**src/hdl/svi_pkg.sv**
```systemverilog
package svi_pkg;

   // Register offsets on the local 4-bit register port.
   localparam logic [3:0] SVI_OFF_PEND_ONE = 4'h0;
   localparam logic [3:0] SVI_OFF_PEND_TWO = 4'h1;
   localparam logic [3:0] SVI_OFF_CLR_ONE = 4'h2;
   localparam logic [3:0] SVI_OFF_CLR_TWO = 4'h3;
   localparam logic [3:0] SVI_OFF_SYS_OPT = 4'h4;
   localparam logic [3:0] SVI_OFF_EXIT_JUMP = 4'h5;
   localparam logic [3:0] SVI_OFF_RET_HIGH = 4'h6;
   localparam logic [3:0] SVI_OFF_RET_LOW = 4'h7;
   localparam logic [3:0] SVI_OFF_STATUS = 4'h8;

   // Field positions.
   localparam int unsigned SVI_MASK_BIT = 7;
   localparam int unsigned SVI_STOP_PERMISSION_BIT_BIT = 0;
   localparam int unsigned SVI_FLAG_N = 15;
   localparam int unsigned SVI_ONE_N = 8;

   // Reset values.
   localparam logic SVI_MASK_RST = 1'b1;
   localparam logic SVI_STOP_PERMISSION_BIT_RST = 1'b0;

   // Fixed addresses and the hardware-encoded jump opcode.
   localparam logic [13:0] SVI_VECTOR_ADDR = 14'h3ff7;
   localparam logic [13:0] SVI_RESET_VECTOR = 14'h3ffd;
   localparam logic [7:0] SVI_JMP_OPCODE = 8'hbc;

   // Cycles during which vectoring stays held off after the mask is cleared.
   localparam logic [1:0] SVI_HOLDOFF_CYC = 2'h3;

   // Stop-mode wake sources and the reset pin, as synchroniser lanes.
   localparam int unsigned SVI_WK_KEYPAD = 0;
   localparam int unsigned SVI_WK_COMPARATOR = 1;
   localparam int unsigned SVI_WK_PERIODIC = 2;
   localparam int unsigned SVI_WK_RESET_PIN = 3;
   localparam int unsigned SVI_WK_N = 4;

   typedef enum logic [1:0] {
      SVI_RUN = 2'b00,
      SVI_WAIT = 2'b01,
      SVI_STOP = 2'b10
   } svi_mode_e;

endpackage : svi_pkg

```
**src/hdl/svi_link_if.sv**
```systemverilog
interface svi_link_if #(
   parameter int unsigned N = 15,
   parameter int unsigned W = 4
);
   logic [N-1:0] src_event;
   logic [N-1:0] src_enable;
   logic [N-1:0] clear;
   logic [N-1:0] flags;
   logic new_flag;
   logic [W-1:0] wake_raw;
   logic [W-1:0] wake_sync;

   modport pend (input src_event, input src_enable, input clear, output flags, output new_flag);
   modport wake (input wake_raw, output wake_sync);
   modport ctrl (output src_event, output src_enable, output clear, output wake_raw,
                 input flags, input new_flag, input wake_sync);
endinterface : svi_link_if

```
**src/hdl/svi_unit.sv**
```systemverilog
module svi_unit
   import svi_pkg::*;
(
   input wire logic i_clk,
   input wire logic i_rst_b,
   input wire logic [3:0] i_addr,
   input wire logic [7:0] i_wr_data,
   input wire logic i_wr_en,
   input wire logic i_rd_en,
   output logic [7:0] o_rd_data,
   input wire logic [SVI_FLAG_N-1:0] i_src_event,
   input wire logic [SVI_FLAG_N-1:0] i_src_enable,
   input wire logic [2:0] i_stop_wake_raw,
   input wire logic [2:0] i_stop_wake_en,
   input wire logic i_reset_pin_b,
   input wire logic [13:0] i_cpu_next_pc,
   input wire logic [1:0] i_cpu_ccr,
   input wire logic i_instr_done,
   input wire logic i_exec_wait,
   input wire logic i_exec_stop,
   output logic o_irq_req,
   output logic o_vector_take,
   output logic [13:0] o_vector_addr,
   output logic o_resume,
   output logic o_sys_reset,
   output logic [13:0] o_reset_vector,
   output logic o_cpu_clk_halt,
   output logic o_module_clk_halt,
   output logic [13:0] o_return_pc,
   output logic [1:0] o_restore_ccr
);

   typedef struct packed {
      svi_mode_e mode;
      logic mask;
      logic stop_permission_bit;
      logic [1:0] holdoff;
      logic [7:0] ret_high;
      logic [7:0] ret_low;
      logic [7:0] rdata;
      logic vec_take;
      logic resume;
      logic sys_reset;
   } svi_ctl_s;

   localparam svi_ctl_s SVI_CTL_RST = '{
      mode: SVI_RUN,
      mask: SVI_MASK_RST,
      stop_permission_bit: SVI_STOP_PERMISSION_BIT_RST,
      holdoff: 2'h0,
      ret_high: 8'h00,
      ret_low: 8'h00,
      rdata: 8'h00,
      vec_take: 1'b0,
      resume: 1'b0,
      sys_reset: 1'b0
   };

   svi_ctl_s st;
   svi_ctl_s next_st;
   svi_link_if #(.N(SVI_FLAG_N), .W(SVI_WK_N)) link ();

   logic any_pend;
   logic mask_clr_wr;
   logic stop_wake;
   logic reset_pin_hit;

   // Condition codes ride in the two top bits of the high return byte.
   function automatic logic [15:0] svi_pack_ret(input logic [1:0] condition_code_bits, input logic [13:0] pc);
      svi_pack_ret = {condition_code_bits, pc};
   endfunction

   // Software clear strobes go straight to the flag latch as one-to-clear masks.
   always_comb begin
      link.clear = '0;
      if (i_wr_en && i_addr == SVI_OFF_CLR_ONE) begin
         link.clear[SVI_ONE_N-1:0] = i_wr_data;
      end
      if (i_wr_en && i_addr == SVI_OFF_CLR_TWO) begin
         link.clear[SVI_FLAG_N-1:SVI_ONE_N] = i_wr_data[SVI_FLAG_N-SVI_ONE_N-1:0];
      end
   end

   assign link.src_event = i_src_event;
   assign link.src_enable = i_src_enable;
   // The reset pin shares the synchroniser; it is inverted so a high lane means asserted.
   assign link.wake_raw = {~i_reset_pin_b, i_stop_wake_raw};

   svi_pend_latch #(.N(SVI_FLAG_N)) u_pend (
      .i_clk(i_clk),
      .i_rst_b(i_rst_b),
      .bus(link.pend)
   );

   svi_wake_sync #(.W(SVI_WK_N)) u_wake (
      .i_clk(i_clk),
      .i_rst_b(i_rst_b),
      .bus(link.wake)
   );

   // Decoded events used by the sequencer below.
   assign any_pend = |link.flags;
   assign mask_clr_wr = i_wr_en && i_addr == SVI_OFF_PEND_TWO && !i_wr_data[SVI_MASK_BIT];
   assign stop_wake = |(link.wake_sync[SVI_WK_PERIODIC:SVI_WK_KEYPAD] & i_stop_wake_en);
   assign reset_pin_hit = link.wake_sync[SVI_WK_RESET_PIN];

   // The request is a handshake term, so it is combinational from registered state.
   assign o_irq_req = st.mode == SVI_RUN && any_pend && !st.mask && st.holdoff == 2'h0;

   // Register port, mode sequencer and vectoring in one next-state block.
   // Hardware updates of the mask and return address win over a software write in the same cycle.
   always_comb begin
      next_st = st;
      next_st.vec_take = 1'b0;
      next_st.resume = 1'b0;
      next_st.sys_reset = 1'b0;
      next_st.rdata = 8'h00;
      if (st.holdoff != 2'h0) begin
         next_st.holdoff = st.holdoff - 2'h1;
      end

      if (i_wr_en) begin
         unique case (i_addr)
            SVI_OFF_PEND_TWO: begin
               next_st.mask = i_wr_data[SVI_MASK_BIT];
               if (mask_clr_wr) begin
                  next_st.holdoff = SVI_HOLDOFF_CYC;
               end
            end
            SVI_OFF_SYS_OPT: next_st.stop_permission_bit = i_wr_data[SVI_STOP_PERMISSION_BIT_BIT];
            SVI_OFF_RET_HIGH: next_st.ret_high = i_wr_data;
            SVI_OFF_RET_LOW: next_st.ret_low = i_wr_data;
            default: next_st.stop_permission_bit = st.stop_permission_bit;
         endcase
      end

      if (i_rd_en) begin
         unique case (i_addr)
            SVI_OFF_PEND_ONE: next_st.rdata = link.flags[SVI_ONE_N-1:0];
            SVI_OFF_PEND_TWO: next_st.rdata = {st.mask, link.flags[SVI_FLAG_N-1:SVI_ONE_N]};
            SVI_OFF_SYS_OPT: next_st.rdata = {7'h00, st.stop_permission_bit};
            SVI_OFF_EXIT_JUMP: next_st.rdata = SVI_JMP_OPCODE;
            SVI_OFF_RET_HIGH: next_st.rdata = st.ret_high;
            SVI_OFF_RET_LOW: next_st.rdata = st.ret_low;
            SVI_OFF_STATUS: next_st.rdata = {6'h00, st.mode};
            default: next_st.rdata = 8'h00;
         endcase
      end

      // Only the program counter and condition codes are captured; the accumulator
      // and index stay with software, which keeps this block small.
      unique case (st.mode)
         SVI_RUN: begin
            if (o_irq_req && i_instr_done) begin
               {next_st.ret_high, next_st.ret_low} = svi_pack_ret(i_cpu_ccr, i_cpu_next_pc);
               next_st.mask = 1'b1;
               next_st.vec_take = 1'b1;
            end else if (i_exec_wait) begin
               next_st.mode = SVI_WAIT;
            end else if (i_exec_stop) begin
               if (st.stop_permission_bit) begin
                  next_st.mode = SVI_STOP;
               end else begin
                  next_st.sys_reset = 1'b1;
               end
            end
         end
         SVI_WAIT: begin
            if (link.new_flag) begin
               next_st.mode = SVI_RUN;
               if (st.mask) begin
                  next_st.resume = 1'b1;
               end else begin
                  {next_st.ret_high, next_st.ret_low} = svi_pack_ret(i_cpu_ccr, i_cpu_next_pc);
                  next_st.mask = 1'b1;
                  next_st.vec_take = 1'b1;
               end
            end
         end
         SVI_STOP: begin
            if (reset_pin_hit) begin
               next_st.mode = SVI_RUN;
               next_st.sys_reset = 1'b1;
            end else if (stop_wake) begin
               next_st.mode = SVI_RUN;
               if (st.mask) begin
                  next_st.resume = 1'b1;
               end else begin
                  {next_st.ret_high, next_st.ret_low} = svi_pack_ret(i_cpu_ccr, i_cpu_next_pc);
                  next_st.mask = 1'b1;
                  next_st.vec_take = 1'b1;
               end
            end
         end
         default: begin
            next_st.mode = SVI_RUN;
         end
      endcase
   end

   always_ff @(posedge i_clk or negedge i_rst_b) begin
      if (!i_rst_b) begin
         st <= SVI_CTL_RST;
      end else begin
         st <= next_st;
      end
   end

   // Outputs come straight from the state register or constants.
   // The exit jump returns through these; the CPU restores the codes on that jump.
   assign o_rd_data = st.rdata;
   assign o_vector_take = st.vec_take;
   assign o_vector_addr = SVI_VECTOR_ADDR;
   assign o_resume = st.resume;
   assign o_sys_reset = st.sys_reset;
   assign o_reset_vector = SVI_RESET_VECTOR;
   assign o_cpu_clk_halt = st.mode != SVI_RUN;
   assign o_module_clk_halt = st.mode == SVI_STOP;
   assign o_return_pc = {st.ret_high[5:0], st.ret_low};
   assign o_restore_ccr = st.ret_high[7:6];

   a_vec_sets_mask: assert property (@(posedge i_clk) disable iff (!i_rst_b)
      st.vec_take |-> st.mask && st.mode == SVI_RUN)
      else $error("vectoring without mask set");

   a_req_vectors: assert property (@(posedge i_clk) disable iff (!i_rst_b)
      o_irq_req && i_instr_done |=> st.vec_take && o_vector_addr == SVI_VECTOR_ADDR)
      else $error("pending request not vectored");

   a_masked_no_vec: assert property (@(posedge i_clk) disable iff (!i_rst_b)
      st.mode == SVI_RUN && st.mask && !(i_wr_en && i_addr == SVI_OFF_PEND_TWO) |-> ##1 !st.vec_take)
      else $error("vectored while masked");

   a_holdoff_three: assert property (@(posedge i_clk) disable iff (!i_rst_b)
      mask_clr_wr && !(o_irq_req && i_instr_done) |=> !o_irq_req [*3])
      else $error("request within holdoff");

   a_ret_saved: assert property (@(posedge i_clk) disable iff (!i_rst_b)
      o_irq_req && i_instr_done |=> o_return_pc == $past(i_cpu_next_pc) && o_restore_ccr == $past(i_cpu_ccr))
      else $error("return address or codes not saved");

   a_wait_resume: assert property (@(posedge i_clk) disable iff (!i_rst_b)
      st.mode == SVI_WAIT && st.mask && link.new_flag |=> o_resume && !o_vector_take && !o_cpu_clk_halt)
      else $error("masked wait wake wrong");

   a_wait_vector: assert property (@(posedge i_clk) disable iff (!i_rst_b)
      st.mode == SVI_WAIT && !st.mask && link.new_flag |=> o_vector_take && o_return_pc == $past(i_cpu_next_pc))
      else $error("unmasked wait wake wrong");

   a_stop_illegal: assert property (@(posedge i_clk) disable iff (!i_rst_b)
      st.mode == SVI_RUN && !o_irq_req && !i_exec_wait && i_exec_stop && !st.stop_permission_bit
      |=> o_sys_reset && !o_module_clk_halt)
      else $error("stop without permission not reset");

   a_stop_reset_pin: assert property (@(posedge i_clk) disable iff (!i_rst_b)
      st.mode == SVI_STOP && reset_pin_hit |=> o_sys_reset && st.mode == SVI_RUN)
      else $error("reset pin did not end stop");

   a_stop_wake: assert property (@(posedge i_clk) disable iff (!i_rst_b)
      st.mode == SVI_STOP && !reset_pin_hit && stop_wake |=> (o_resume != o_vector_take) && !o_cpu_clk_halt)
      else $error("stop wake wrong");

   a_exit_opcode: assert property (@(posedge i_clk) disable iff (!i_rst_b)
      i_rd_en && i_addr == SVI_OFF_EXIT_JUMP |=> o_rd_data == SVI_JMP_OPCODE)
      else $error("exit jump opcode not read");

   // Mode entry, holding and release checks watch the sequencer from its ports and state.
   // They guard against a sleep mode that leaks out early, which software could never see by polling.
   a_wait_enter: assert property (@(posedge i_clk) disable iff (!i_rst_b)
      st.mode == SVI_RUN && i_exec_wait && !(o_irq_req && i_instr_done) |=> st.mode == SVI_WAIT && o_cpu_clk_halt)
      else $error("wait not entered");

   a_wait_hold: assert property (@(posedge i_clk) disable iff (!i_rst_b)
      st.mode == SVI_WAIT && !link.new_flag |=> st.mode == SVI_WAIT && !o_resume && !o_vector_take)
      else $error("wait left without a new flag");

   a_stop_enter: assert property (@(posedge i_clk) disable iff (!i_rst_b)
      st.mode == SVI_RUN && !(o_irq_req && i_instr_done) && !i_exec_wait && i_exec_stop && st.stop_permission_bit
      |=> st.mode == SVI_STOP && o_module_clk_halt && !o_sys_reset)
      else $error("permitted stop not entered");

   a_stop_hold: assert property (@(posedge i_clk) disable iff (!i_rst_b)
      st.mode == SVI_STOP && !stop_wake && !reset_pin_hit |=> st.mode == SVI_STOP && !o_resume && !o_vector_take)
      else $error("stop left without an enabled wake");

   a_flag_gated: assert property (@(posedge i_clk) disable iff (!i_rst_b)
      |(i_src_event & ~i_src_enable) |=> (link.flags & ~$past(link.flags) & ~$past(i_src_enable)) == '0)
      else $error("flag set for a disabled source");

   a_vec_keeps_flags: assert property (@(posedge i_clk) disable iff (!i_rst_b)
      o_irq_req && i_instr_done && link.clear == '0 |=> (link.flags & $past(link.flags)) == $past(link.flags))
      else $error("vectoring cleared a pending flag");

   a_vec_one_pulse: assert property (@(posedge i_clk) disable iff (!i_rst_b)
      o_vector_take |=> !o_vector_take)
      else $error("vector pulse longer than one cycle");

   a_wake_exclusive: assert property (@(posedge i_clk) disable iff (!i_rst_b)
      o_resume |-> !o_vector_take)
      else $error("resume and vector together");

   a_holdoff_bound: assert property (@(posedge i_clk) disable iff (!i_rst_b)
      mask_clr_wr ##1 (!mask_clr_wr) [*3] |=> st.holdoff == 2'h0)
      else $error("holdoff longer than three cycles");

   a_reset_only_stop: assert property (@(posedge i_clk) disable iff (!i_rst_b)
      st.mode != SVI_STOP && !(st.mode == SVI_RUN && i_exec_stop) |=> !o_sys_reset)
      else $error("reset request outside stop");

   a_ret_hold: assert property (@(posedge i_clk) disable iff (!i_rst_b)
      !next_st.vec_take && !(i_wr_en && (i_addr == SVI_OFF_RET_HIGH || i_addr == SVI_OFF_RET_LOW))
      |=> $stable(o_return_pc) && $stable(o_restore_ccr))
      else $error("return address changed unprompted");

   a_masked_wait_no_vec: assert property (@(posedge i_clk) disable iff (!i_rst_b)
      st.mode == SVI_WAIT && st.mask |=> !o_vector_take)
      else $error("masked wait vectored");

endmodule // svi_unit

```
**src/hdl/svi_pend_latch.sv**
```systemverilog
module svi_pend_latch #(
   parameter int unsigned N = 15
) (
   input wire logic i_clk,
   input wire logic i_rst_b,
   svi_link_if.pend bus
);
   typedef struct packed {
      logic [N-1:0] flags;
      logic new_flag;
   } svi_pend_s;

   svi_pend_s st;
   svi_pend_s next_st;

   // A flag only sets for an enabled source, and a set arriving with a clear wins.
   always_comb begin
      next_st = st;
      next_st.flags = (st.flags & ~bus.clear) | (bus.src_event & bus.src_enable);
      next_st.new_flag = |(bus.src_event & bus.src_enable & ~st.flags);
   end

   always_ff @(posedge i_clk or negedge i_rst_b) begin
      if (!i_rst_b) begin
         st <= '0;
      end else begin
         st <= next_st;
      end
   end

   assign bus.flags = st.flags;
   assign bus.new_flag = st.new_flag;

endmodule // svi_pend_latch

```
**src/hdl/svi_wake_sync.sv**
```systemverilog
module svi_wake_sync #(
   parameter int unsigned W = 4
) (
   input wire logic i_clk,
   input wire logic i_rst_b,
   svi_link_if.wake bus
);
   typedef struct packed {
      logic [W-1:0] meta;
      logic [W-1:0] sync;
   } svi_sync_s;

   svi_sync_s st;
   svi_sync_s next_st;

   // Two flops per lane; the first stage is read by the second only.
   always_comb begin
      next_st.meta = bus.wake_raw;
      next_st.sync = st.meta;
   end

   always_ff @(posedge i_clk or negedge i_rst_b) begin
      if (!i_rst_b) begin
         st <= '0;
      end else begin
         st <= next_st;
      end
   end

   assign bus.wake_sync = st.sync;

endmodule // svi_wake_sync

```
**config.mk**
```make
export PLATFORM = sky130hd
export DESIGN_NAME = svi_unit
export DESIGN_NICKNAME = d
export VERILOG_FILES = /design/src/hdl/svi_pkg.sv /design/src/hdl/svi_link_if.sv /design/src/hdl/svi_unit.sv /design/src/hdl/svi_pend_latch.sv /design/src/hdl/svi_wake_sync.sv
export SDC_FILE = /design/constraint.sdc
export NUM_CORES = 1
export LEC_CHECK = 0
export ABC_AREA = 1
export BUFFER_PORTS_ARGS = -buffer_cell sky130_fd_sc_hd__buf_4
export CAP_MARGIN = 10
export CORE_MARGIN = 2
export CORE_UTILIZATION = 40
export CTS_BUF_LIST = sky130_fd_sc_hd__clkbuf_16
export DETAILED_ROUTE_END_ITERATION = 10
export GPL_ROUTABILITY_DRIVEN = 0
export PLACE_DENSITY = 0.76
export SYNTH_ARGS = -nofsm -noshare
export SYNTH_HDL_FRONTEND = slang
export SYNTH_SLANG_ARGS = --single-unit
export TNS_END_PERCENT = 30
```
**constraint.sdc**
```tcl
create_clock -name i_clk -period 1.9 [get_ports i_clk]
set_input_delay 0.38 -clock i_clk [delete_from_list [all_inputs] [get_ports i_clk]]
set_output_delay 0.38 -clock i_clk [all_outputs]
set_load 0.005 [all_outputs]
```
* After elaboration in Yosys (flattened, before gate mapping) *
Cells that the tools add are included.

word-level totals
  register bits = 57
  bits of input ports = 72
  word-level logic and storage cells = 102

cells by class
  add/sub/neg operators = 1
  equal/unequal tests = 15
  mux-type cells = 44
  bitwise logic cells = 8
  reductions and logical operators = 20

operator list
  cell                                                  count
  two-way mux 16 bit                                    5
  case mux 8 bit (7 select lines)                       1
  case mux 16 bit (3 select lines)                      1
  bitwise AND 15 bit                                    3
  two-way mux 8 bit                                     4
  NOT 15 bit                                            2
  OR reduction 15 bit                                   2
  two-way mux 2 bit                                     11
  two-way mux 20 bit                                    1
  equality test 4 x 3 -> 1 bit (second input constant)  4
  OR 15 bit                                             1
  two-way mux 1 bit                                     13
  equality test 4 x 2 -> 1 bit (second input constant)  2
  logical AND 1 bit                                     8
  two-way mux 7 bit                                     1
  two-way mux 3 bit                                     2
  inequality test 3 bit (second input constant)         2
  case mux 1 bit (3 select lines)                       2
  case mux 2 bit (3 select lines)                       1
  AND reduction 5 bit                                   1
  equality test 4 x 1 -> 1 bit (second input constant)  1
  equality test 4 bit (second input constant)           1
  logical NOT 2 bit                                     2
  logical NOT 4 bit                                     1
  other kinds (13)                                      16

* Depth between registers and ports, before layout *
Gate-level depths: netlist (run 1).

  depth after elaboration = 10
  mapped depth = 10
  mapped depth without buffers = 9

* By module *
A second synthesis (run 1) with hierarchy kept.

second synthesis, totals
  cells, all modules = 515
  area, all modules = 3,754.9 um^2

modules (own cells, without submodules)
  module          times used  cells each  area an instance (um^2)  sequential area each (um^2)
  svi_unit        1           418         2,856.5                  827.0
  svi_pend_latch  1           89          698.2                    400.4
  svi_wake_sync   1           8           200.2                    200.2

* Worst setup path before layout (run 1) *
Ideal clock, no wire load.

  path kind = register -> register
  from = register st[31] (netlist bit)
  to = register st, in the netlist o_return_pc[11]
  arrival = 1.462 ns
  required time = 1.783 ns
  path slack = 0.321 ns
  stages on the path, launching flop included = 11
  path buffers = 1
  cell sequence = dfrtp_1 inv_1 ha_1 inv_1 nor2_2 nand3_4 nand2_4 buf_6 nand3_1 nand2_1 nand2_1

RTL lines
  element                 RTL line         RTL
  from (decl)             svi_unit.sv:59   svi_ctl_s st;
  from (signal assigned)  svi_unit.sv:205  st <= next_st;

* Final worst setup path (run 1) *
  from = register u_pend.st, in the netlist u_pend.bus.flags[8]
  to = output port o_irq_req

on the way
  longest elaborated chain between the ends = 4

ends and longest elaborated chain
  element                         RTL line              RTL
  from (decl)                     svi_pend_latch.sv:13  svi_pend_s st;
  from (signal assigned)          svi_pend_latch.sv:27  st <= next_st;
  OR reduction 15 bit             svi_unit.sv:102       assign any_pend = |link.flags;
  logical AND 1 bit (3 in a row)  svi_unit.sv:108       assign o_irq_req = st.mode == SVI_RUN && any_pend && !st.mask && st.holdoff == 2'h0;
  to (decl)                       svi_unit.sv:21        output logic o_irq_req,

Every way passes these cells.

==> impl_metrics.csv, run 1 <==
group,metric,value,unit
logic_synthesis,syn_inst,491,
worst_setup_path,criticalPathCategory,"reg -> out",
cts,cts_tree,"done",
placed_design,placed_area,0.00421,sq mm
sta,slew_violations,0,
cts,clock_sinks,57,
drt,vias,3492,
power_and_ir_drop,power.internal,3390,uW
worst_setup_path,critPathMaxFanout,4,
run,maxCapViolCount,0,
drt,routed_wirelength,10300,um
logic_synthesis,synth_top_area_share,38.6,%
worst_setup_path,worstPathRequired,1520,ps
power_and_ir_drop,power_frac_seq,29.8,%
cells_and_area,fin_area,0.00455,sq mm
cts,root_buffer,"clkbuf_16",
sta,rsz0062_at_grt,"no",
die,die-area,0.00986,sq mm
worst_setup_path,path_cells,"nor2_1 -> nand2_1 -> nor2_1 -> a21boi_2 -> buf_4",
die,start_util,41.5,%
cts,clk_transition_reported_paths,50,ps
logic_synthesis,ys_types,38,
cts,numCtsBuffers,9,
power_and_ir_drop,leakage,0.00235,uW
logic_synthesis,synth.area.top_cells,"dfrtp_1 39%, nand2_1 15%, buf_4 11%, nand3_1 6.7%, o21ai_0 5.5%",
power_and_ir_drop,swShare,37.2,%
cts,hold_buffers,0,
sta,fmax,537,MHz
die,fp.dieH,99.3,um
drt,drt_iter0_markers,293,
die,io_pins,130,
logic_synthesis,syn_area_per_cell,7.40,sq um
worst_setup_path,cp_top_family,"simple AND/OR/NAND/NOR gates",
logic_synthesis,ys_seq_area_share,39.3,%
cts,cts_max_path_buffers,2,
drt,drc,0,
power_and_ir_drop,power_per_cell_area,1190,mW/mm^2
worst_setup_path,slowest_delay,420,ps
sta,relSlewSlack,51.3,%
worst_setup_path,endpoint_kind,"primary output",
grt,grt_pass1_vias,3355,
logic_synthesis,synth-seq-cells,57,
sta,finalSetupViolCount,0,
run_status,status,"finished, final reports clean",
grt,antenna_found_initial,0,
worst_setup_path,arrival,1480,ps
worst_setup_path,cp_slowest_cell,"dfrtp_1",
drt,vias_per_cell,5.07,
sta,tightest_slew,731,ps
power_and_ir_drop,ir_worst_vdd,0.000454,V
cts,insertion_delay,330,ps
cells_and_area,fill_cells,840,
worst_setup_path,worstSetupStartpointType,"flop",
die,dieWidth,99.3,um
logic_synthesis,yosysWarnings,0,
cells_and_area,drive_above_1_share,26.3,%
placed_design,hpwl,7620,um
grt,grtUsageTotal,21.2,%
cts,htreeDepth,3,
power_and_ir_drop,p_sw,2010,uW
sta,tns,0,ps
logic_synthesis,synth_area,0.00363,sq mm
power_and_ir_drop,power.share.clock,30.3,%
sta,period_share,98.0,%
sta,final.min_clock_period,1860,ps
cells_and_area,area_growth,25.2,%
logic_synthesis,yosysTopAreaCell,"dfrtp_1",
drt,wl_per_cell,15.0,um
sta,final.setup_skew,6.14,ps
sta,hold_viol,0,
power_and_ir_drop,comb_power_share,39.9,%
min_path,hold_class,"in -> async",
placed_design,portBuffers,101,
drt,antenna_left,0,
grt,grt_max_degree,58,
grt,grt-ovfl-total,0,
grt,grt_first_pass_wirelength,16100,um
worst_setup_path,cp_common_cell,"nor2_1",
worst_setup_path,critPathBufInv,1,
die,core_area,0.00876,sq mm
cells_and_area,fin_nets,652,
cells_and_area,antenna_cells,0,
die,num_rows,34,
drt,firstDrtPassIters,5,
-- routing by layer --
| metal | wire length (um) | vias to the layer above | GRT usage (%) |
|---|---|---|---|
| met5 | 0 | - | 0 |
| met1 | 3930 | 1565 | 26.0 |
| met3 | 993 | 40 | 5.34 |
| met4 | 457 | 0 | 11.4 |
| li1 | - | 1677 | - |
| met2 | 4930 | 210 | 34.5 |
-- power groups by stage --
| stage | logic [uW] | registers, uW | clock network, uW |
|---|---|---|---|
| after detailed placement | 2050 | 1630 | 0 |
| after global routing | 2440 | 1630 | 1710 |
| final | 2160 | 1610 | 1640 |
| after global placement | 2020 | 1620 | 0 |
| after CTS | 2150 | 1600 | 1640 |
| after floorplan | 1540 | 1580 | 0 |
-- kinds of logic (layout without fill, tap and decap cells) --
| kind of cell | Yosys count | in the layout | share of synthesized area, % |
|---|---|---|---|
| buffers and inverters | 108 | 172 | 17.7 |
| other | 2 | 28 | 0.207 |
| AO/OA/AOI/OAI | 69 | 69 | 10.7 |
| flip-flops | 57 | 57 | 39.3 |
| AND/OR/NAND/NOR | 251 | 251 | 30.8 |
| adder cells (fa/ha/maj) | 4 | 4 | 1.38 |
-- sequential cells by signal, indices dropped and copies added, names as in the netlist --
| name | count |
|---|---|
| u_wake.bus.wake_sync | 4 |
| o_return_pc | 14 |
| u_pend.bus.new_flag | 1 |
| u_pend.bus.flags | 15 |
| o_resume | 1 |
| o_vector_take | 1 |
| o_sys_reset | 1 |
| u_wake.next_st | 4 |
| o_restore_ccr | 2 |
| st | 6 |
| o_rd_data | 8 |
-- synthesized netlist by cell type --
master,count
a21boi_0,1
nand3b_1,1
nor2_1,36
a31oi_1,5
o2bb2ai_1,1
nor2_8,1
ha_1,4
clkinv_1,1
nand2_4,3
clkinv_2,1
buf_4,52
nand3_1,49
o22ai_1,5
buf_2,2
a211oi_1,1
buf_6,5
nand2_1,141
nand4_1,1
dfstp_2,1
nor2_4,3
inv_2,3
o21ai_1,3
and3_1,1
conb_1,2
dfrtp_1,56
a21oi_1,7
nor3_1,8
nor2_2,2
nand3_4,1
nor3_2,1
o221ai_1,1
nor3b_1,1
clkbuf_1,3
nand2_2,1
or2_2,1
o21ai_0,40
inv_1,41
o21ai_2,5
-- path summary, 6_finish.rpt --
check	startpoint	end	slack, ps	cells after the start
setup / recovery	u_pend.bus.flags[8]$_DFF_PN0_	o_irq_req	40	5
hold / removal	i_rst_b	o_rd_data[2]$_DFF_PN0_	110	1
setup reg to reg	st[32]$_DFFE_PN0P_	st[30]$_DFF_PN1_	200	8
hold reg to reg	u_wake.next_st[0]$_DFF_PN0_	u_wake.bus.wake_sync[0]$_DFF_PN0_	350	0
max in group asynchronous	i_rst_b	o_rd_data[4]$_DFF_PN0_	1310	1
min in group i_clk	i_stop_wake_raw[1]	u_wake.next_st[1]$_DFF_PN0_	150	1
-- cell usage in the layout (no fill, tap or decap), types with 2 or more instances in the layout --
cell,count
clkinv_4,3
nor3_1,8
buf_4,110
a31oi_1,5
o21ai_0,40
dfrtp_1,56
o22ai_1,5
ha_1,3
nand3_1,49
inv_2,5
nand2_4,3
nor2_1,36
o21ai_1,3
inv_1,39
o21ai_2,5
a21oi_1,7
clkbuf_16,9
nand2_1,141
clkinvlp_4,2
conb_1,28
nor2_4,4
-- area by class of cell --
class | count | area [sq um] | area share, %
Clock buffer | 9 | 225 | 4.95
Clock inverter | 7 | 80.1 | 1.76
Inverter | 46 | 174 | 3.82
Multi-Input combinational cell | 352 | 1680 | 37.0
Sequential cell | 57 | 1430 | 31.4
Tap cell | 108 | 135 | 2.97
Timing Repair Buffer | 110 | 826 | 18.1
-- worst reg2reg max path, delay by kind of cell, from the launching register on --
family / cells / cell delay, ps
AND/OR/NAND/NOR: 3 / 480
flip-flops: 1 / 370
AO/OA/AOI/OAI: 2 / 350
buffers and inverters: 2 / 230
adder cells (fa/ha/maj): 1 / 190
-- stage by stage --
stage / utilization, % / power, uW / hold WS, ps / setup slack [ps] / std cells
after detailed placement: 48.0 / 3690 / 335 / 123 / 671
after floorplan: - / 3110 / 84.4 / 321 / 517
after global routing: 51.9 / 5780 / 143 / 6.96 / 689
final: 51.9 / 5400 / 109 / 37.8 / 689
after global placement: 48.0 / 3630 / 332 / 204 / 671
after CTS: 51.9 / 5400 / 138 / 28.3 / 689
-- timing repair --
item | 4_1_cts | 5_1_grt
endpoints found under the setup margin | 1 | 1
pin swaps | 0 | 1
gates resized for setup | 6 | 1
endpoints found under the hold margin | 0 | 0
buffers inserted | 2 | 0
Note: power is estimated with default switching activity, not from simulation.
==> run 2: changes to the inputs <==
ABC_AREA = unset   (was 1)
PLACE_DENSITY = 0.75   (was 0.76)
==> run 2 against run 1 <==
Against the previous run: the run now ends with negative setup slack left; flip-flop and latch count is the same; sequential power grew 4%; routed wire length grew 22%; utilization grew 2.8 points; synthesized cell count shrank 16%; via count grew 11%; global-route usage grew 2.5 points; clock power grew 12%; area after synthesis grew 6.4%; non-clock buffer count grew 24; clock-buffer cell count is the same.
==> impl_metrics.csv, run 2 <==
group,metric,value,unit
run_status,violations,"negative setup slack",
cells_and_area,largest_reg_flops,15,
cts,clk_transition_reported_paths,50,ps
logic_synthesis,synthMostInstantiatedCell,"dfrtp_1",
cells_and_area,antenna_cells,0,
worst_setup_path,critPathMaxFanout,3,
sta,tightest_slew,783,ps
die,start_util,41.4,%
drt,firstDrtPassIters,5,
cells_and_area,final_core_util,54.8,%
logic_synthesis,ys_seq_area_share,36.9,%
sta,final.min_clock_period,2140,ps
logic_synthesis,synthAdderAreaFrac,1.29,%
sta,finalSetupViolCount,21,
cells_and_area,fill_cells,812,
cells_and_area,multi_input_area,0.00211,sq mm
logic_synthesis,synth_edf_count,0,
logic_synthesis,synth_area,0.00386,sq mm
logic_synthesis,ys_types,51,
grt,grt_max_degree,58,
cts,clock_sinks,57,
cts,numCtsBuffers,9,
logic_synthesis,syn_area_per_cell,9.38,sq um
worst_setup_path,path_cells,"inv_2 -> ha_4 -> or4b_4 -> buf_12 -> nor2b_4 -> buf_6",
cells_and_area,fin_nets,579,
cells_and_area,final_cell_mix,"129 x buf_4, 56 x dfrtp_1, 36 x nand2_1, 32 x o211ai_1, 28 x conb_1",
drt,vias_per_cell,6.11,
cts,root_buffer,"clkbuf_16",
worst_setup_path,endpoint_kind,"primary output",
die,core_area,0.00933,sq mm
logic_synthesis,syn_inst,412,
cts,cts_max_path_buffers,2,
placed_design,hpwl,8650,um
sta,slew_violations,0,
sta,period_share,113,%
cells_and_area,seqCellArea,0.00143,sq mm
worst_setup_path,regToRegStartpoint,"st[31]$_DFFE_PN0P_",
grt,grtUsageTotal,23.7,%
die,die-area,0.0105,sq mm
logic_synthesis,synthMuxAreaShare,1.62,%
logic_synthesis,yosys-top-cells-count,"56 x dfrtp_1, 52 x buf_4, 36 x nand2_1",
cells_and_area,area_growth,32.2,%
logic_synthesis,synth_top_area_share,36.3,%
min_path,hold_class,"in -> async",
worst_setup_path,worstSetupStartpointType,"flop",
sta,final.setup_skew,6.66,ps
logic_synthesis,synth.area.top_cells,"dfrtp_1 36%, buf_4 10%, o211ai_1 6.2%, o32ai_1 3.9%, a32oi_1 3.6%",
logic_synthesis,yosysTopAreaCell,"dfrtp_1",
worst_setup_path,arrival,1760,ps
sta,setup_slack,-242,ps
logic_synthesis,synth-simple-area-share,17.7,%
power_and_ir_drop,power_per_cell_area,1220,mW/mm^2
logic_synthesis,synth_ff_type,"dfrtp_1",
worst_setup_path,cp_slowest_cell,"or4b_4",
cells_and_area,drive_above_1_share,34.6,%
sta,rsz0062_at_grt,"yes",
grt,antenna_found_initial,0,
worst_setup_path,slowest_delay,490,ps
die,io_pins,130,
cts,htreeDepth,3,
grt,grt_first_pass_wirelength,19100,um
drt,vias,3892,
die,num_rows,35,
logic_synthesis,synth_top_family_by_area,"compound AO/OA/AOI/OAI gates",
drt,drc,0,
run_status,status,"finished with violations",
power_and_ir_drop,leakage,0.00228,uW
sta,tns,-3420,ps
power_and_ir_drop,total_power,6230,uW
worst_setup_path,worstPathRequired,1520,ps
run,maxCapViolCount,0,
cts,insertion_delay,330,ps
logic_synthesis,ys_async_sr_fraction,100,%
grt,grt-ovfl-total,0,
sta,relSlewSlack,47.8,%
sta,hold_viol,0,
grt,grt_pass1_vias,3695,
placed_design,portBuffers,101,
logic_synthesis,yosysWarnings,0,
logic_synthesis,synth-seq-cells,57,
sta,fmax,467,MHz
die,dieWidth,102,um
drt,drt_iter0_markers,342,
logic_synthesis,synth-compound-area-share,28.3,%
drt,antenna_left,0,
drt,routed_wirelength,12600,um
drt,wl_per_cell,19.7,um
cts,cts_tree,"done",
placed_design,place_ws,-161,ps
die,fp.dieH,102,um
cts,hold_buffers,0,
power_and_ir_drop,ir_worst_vdd,0.000629,V
logic_synthesis,synthXorXnorAreaFrac,0,%
worst_setup_path,crit_path_start,"st[31]$_DFFE_PN0P_",
cells_and_area,layout_commonest_cell,"buf_4",
worst_setup_path,r2r_setup_slack,-200,ps
worst_setup_path,criticalPathCategory,"reg -> out",
[run 2: cell count changes after synthesis, sizes merged, moves of 17 or more]
cell	change
nand2	-109
nand3	-49
o21ai	-45
inv	-36
nor2	-34
o211ai	+32
clkbuf	+22
o32ai	+17
[run 2: final timing paths]
kind                                                     end  cells past startpoint
setup / recovery                                   o_irq_req                      6
hold / removal                        o_rd_data[7]$_DFF_PN0_                      1
setup reg to reg                          st[32]$_DFFE_PN0P_                      8
hold reg to reg            u_wake.bus.wake_sync[0]$_DFF_PN0_                      0
max in group asynchronous           o_return_pc[7]$_DFF_PN0_                      1
min in group i_clk               u_wake.next_st[0]$_DFF_PN0_                      1
[run 2: area by class of cell]
cell class,count,area share [%]
Clock buffer,9,4.41
Clock inverter,7,2.18
Inverter,9,0.661
Multi-Input combinational cell,292,41.2
Sequential cell,57,27.9
Tap cell,129,3.16
Timing Repair Buffer,134,20.4
[run 2: logic make-up (layout without fill, tap and decap cells)]
logic type / count (synthesis) / count (layout)
multiplexers: 6 / 6
AND/OR/NAND/NOR: 114 / 114
buffers and inverters: 89 / 159
adder cells (fa/ha/maj): 4 / 4
other: 2 / 28
flip-flops: 57 / 57
AO/OA/AOI/OAI: 140 / 140
[run 2: repair_timing]
action,4_1_cts,5_1_grt
pin swaps,14,2
endpoints found under the setup margin,20,22
buffers inserted,2,0
hold endpoints to repair,0,0
resized for setup,13,12
[run 2: stage by stage]
step / cell area (sq um) / cells / hold WS, ps
floorplan: 3970 / 438 / 84.4
global placement: 4630 / 619 / 334
detailed placement: 4630 / 619 / 335
CTS: 5040 / 637 / 148
global route: 5110 / 637 / 150
finish: 5110 / 637 / 102
[run 2: worst max-delay path: cells and delay by family (launching register included)]
| kind | cells | cell delay, ps |
|---|---|---|
| flops | 1 | 400 |
| simple gates | 2 | 590 |
| buf+inv | 3 | 320 |
| fa+ha+maj | 1 | 130 |
[run 2: per-layer routing]
layer  vias to the layer above  GRT usage, %  part of all wire [%]
li1                       1705             -                     -
met1                      1852          31.2                    39
met2                       275          36.5                    46
met3                        60          6.29                    10
met4                         0          10.8                   4.5
met5                         -             0                     0
[run 2: power by group]
group          total [uW]  leakage [uW]  switching, uW  internal (uW)
sequential           1680      0.000671            209           1470
clock                1840      0.000172            567           1270
combinational        2710       0.00143           1400           1310
==> run 3: changes to the inputs <==
CORE_MARGIN = unset   (was 2)
REMOVE_ABC_BUFFERS = 1   (was unset)
==> run 3 against run 2 <==
Against the previous run: the run still ends with negative setup slack left; die area is 3.9% lower; worst setup slack worse by 20 ps; flip-flop and latch count is the same; total power down 0.83%; design area down 0.83%; clock skew decreased by 2.9 ps; maximum frequency is 0.93% lower; first-iteration DRC count rose by 37%.
==> impl_metrics.csv, run 3 (synthesized netlist as in run 2, its figures left out) <==
group,metric,value,unit
sta,final.setup_skew,3.80,ps
cts,htreeDepth,3,
cells_and_area,fill_cells,848,
worst_setup_path,path_cells,"inv_2 -> ha_4 -> or4b_4 -> buf_6 -> nor2b_1 -> buf_4",
grt,grt-ovfl-total,0,
grt,grt_pass1_vias,3705,
drt,antenna_left,0,
cts,clock_sinks,57,
cells_and_area,antenna_cells,0,
power_and_ir_drop,power_per_cell_area,1220,mW/mm^2
placed_design,portBuffers,101,
drt,wl_per_cell,19.3,um
drt,vias,3796,
sta,period_share,114,%
sta,slew_violations,0,
worst_setup_path,critPathMaxFanout,3,
cells_and_area,final_core_util,54.6,%
worst_setup_path,worstSetupStartpointType,"flop",
sta,fmax,462,MHz
run_status,violations,"negative setup slack",
grt,grt_first_pass_wirelength,19500,um
cts,root_buffer,"clkbuf_16",
drt,drt_iter0_markers,467,
placed_design,place_ws,-281,ps
die,fp.dieH,100,um
worst_setup_path,arrival,1780,ps
run_status,status,"finished with violations",
cts,numCtsBuffers,9,
cells_and_area,seqCellArea,0.00143,sq mm
die,start_util,41.6,%
cells_and_area,multi_input_area,0.00206,sq mm
sta,relSlewSlack,50.1,%
sta,setup_slack,-262,ps
cells_and_area,instances_no_fill,641,
power_and_ir_drop,leakage,0.00226,uW
worst_setup_path,worstPathRequired,1520,ps
power_and_ir_drop,p_sw,2210,uW
cts,cts_tree,"done",
placed_design,hpwl,8630,um
run,maxCapViolCount,0,
placed_design,place_inst,620,
power_and_ir_drop,ir_worst_vdd,0.000766,V
die,die-area,0.0101,sq mm
drt,drc,0,
cts,hold_buffers,0,
cells_and_area,area_growth,31.1,%
cells_and_area,drive_above_1_share,34.0,%
worst_setup_path,cp_slowest_cell,"or4b_4",
drt,routed_wirelength,12400,um
worst_setup_path,rr_worst_depth,7,
sta,hold_viol,0,
die,num_rows,35,
min_path,hold_class,"in -> async",
cts,cts_max_path_buffers,2,
cells_and_area,largest_reg_flops,15,
power_and_ir_drop,power.internal,3960,uW
worst_setup_path,criticalPathCategory,"reg -> out",
drt,vias_per_cell,5.92,
die,io_pins,130,
power_and_ir_drop,swShare,35.8,%
drt,firstDrtPassIters,5,
sta,tightest_slew,748,ps
die,core_area,0.00928,sq mm
grt,antenna_found_initial,0,
power_and_ir_drop,comb_power_share,43.7,%
worst_setup_path,slowest_delay,470,ps
cells_and_area,final_cell_mix,"133 x buf_4, 56 x dfrtp_1, 36 x nand2_1, 32 x o211ai_1, 28 x conb_1",
cells_and_area,layout_commonest_cell,"buf_4",
cells_and_area,fin_nets,583,
cts,insertion_delay,340,ps
worst_setup_path,endpoint_kind,"primary output",
power_and_ir_drop,power.share.clock,29.0,%
grt,grt_max_degree,58,
cts,clk_transition_reported_paths,60,ps
sta,finalSetupViolCount,19,
sta,rsz0062_at_grt,"yes",
sta,final.min_clock_period,2160,ps
power_and_ir_drop,power_frac_seq,27.3,%
grt,grtUsageTotal,25.3,%
die,dieWidth,100,um
==> run 3: power groups by stage <==
stage | clock network [uW] | registers (uW) | logic [uW]
finish | 1790 | 1690 | 2700
global route | 1840 | 1710 | 2890
CTS | 1790 | 1680 | 2590
detailed placement | 0 | 1690 | 2400
global placement | 0 | 1680 | 2320
floorplan | 0 | 1650 | 1190
==> run 3: per-stage QoR <==
stage	hold slack [ps]	setup TNS, ps	cell area [sq um]	total power, uW
after floorplan	84.4	-20290	3460	2840
after global placement	337	-3880	4620	4000
after detailed placement	337	-4260	4620	4090
after CTS	146	-3460	5040	6060
after global routing	148	-5060	5070	6440
final	99.3	-4140	5070	6180
==> run 3: layout make-up <==
cell class | instances | share of cell area (%)
multi-input cells | 292 | 40.7
flip-flops and latches | 57 | 28.2
repair buffers | 138 | 20.8
clock buffers | 9 | 4.45
well taps | 129 | 3.19
clock inverters | 7 | 2.03
inverters | 9 | 0.667
==> run 3: final timing paths <==
kind                                        startpoint                                end  slack, ps
max                                 st[31]$_DFFE_PN0P_                          o_irq_req       -260
min reg2reg                u_wake.next_st[1]$_DFF_PN0_  u_wake.bus.wake_sync[1]$_DFF_PN0_        350
max reg2reg                         st[31]$_DFFE_PN0P_         o_restore_ccr[1]$_DFF_PN0_       -240
min                                            i_rst_b          o_return_pc[11]$_DFF_PN0_        100
max in group asynchronous                      i_rst_b          o_return_pc[10]$_DFF_PN0_       1290
min in group i_clk                  i_stop_wake_raw[0]        u_wake.next_st[0]$_DFF_PN0_        150
==> run 3: layer usage <==
metal | track usage, % | wire length, um | share of wire, % | up-vias
met5 | 0 | 0 | 0 | -
met4 | 10.5 | 325 | 2.6 | 0
met3 | 5.01 | 1050 | 8.5 | 32
met2 | 40.6 | 5960 | 48 | 219
met1 | 33.2 | 5070 | 41 | 1837
li1 | - | - | - | 1708
==> run 3: what timing repair did <==
item                       in CTS  in global routing
pin swaps                      19                  4
buffers inserted                3                  1
resized for setup              15                  5
cloned                          1                  0
setup endpoints to repair      20                 21
==> run 3: worst max-delay path, delay by kind of cell (launching register included) <==
| family | cells | cell delay (ps) |
|---|---|---|
| adders and majority gates | 1 | 130 |
| and+or+nand+nor | 2 | 570 |
| buffers and inverters | 3 | 350 |
| DFF | 1 | 400 |
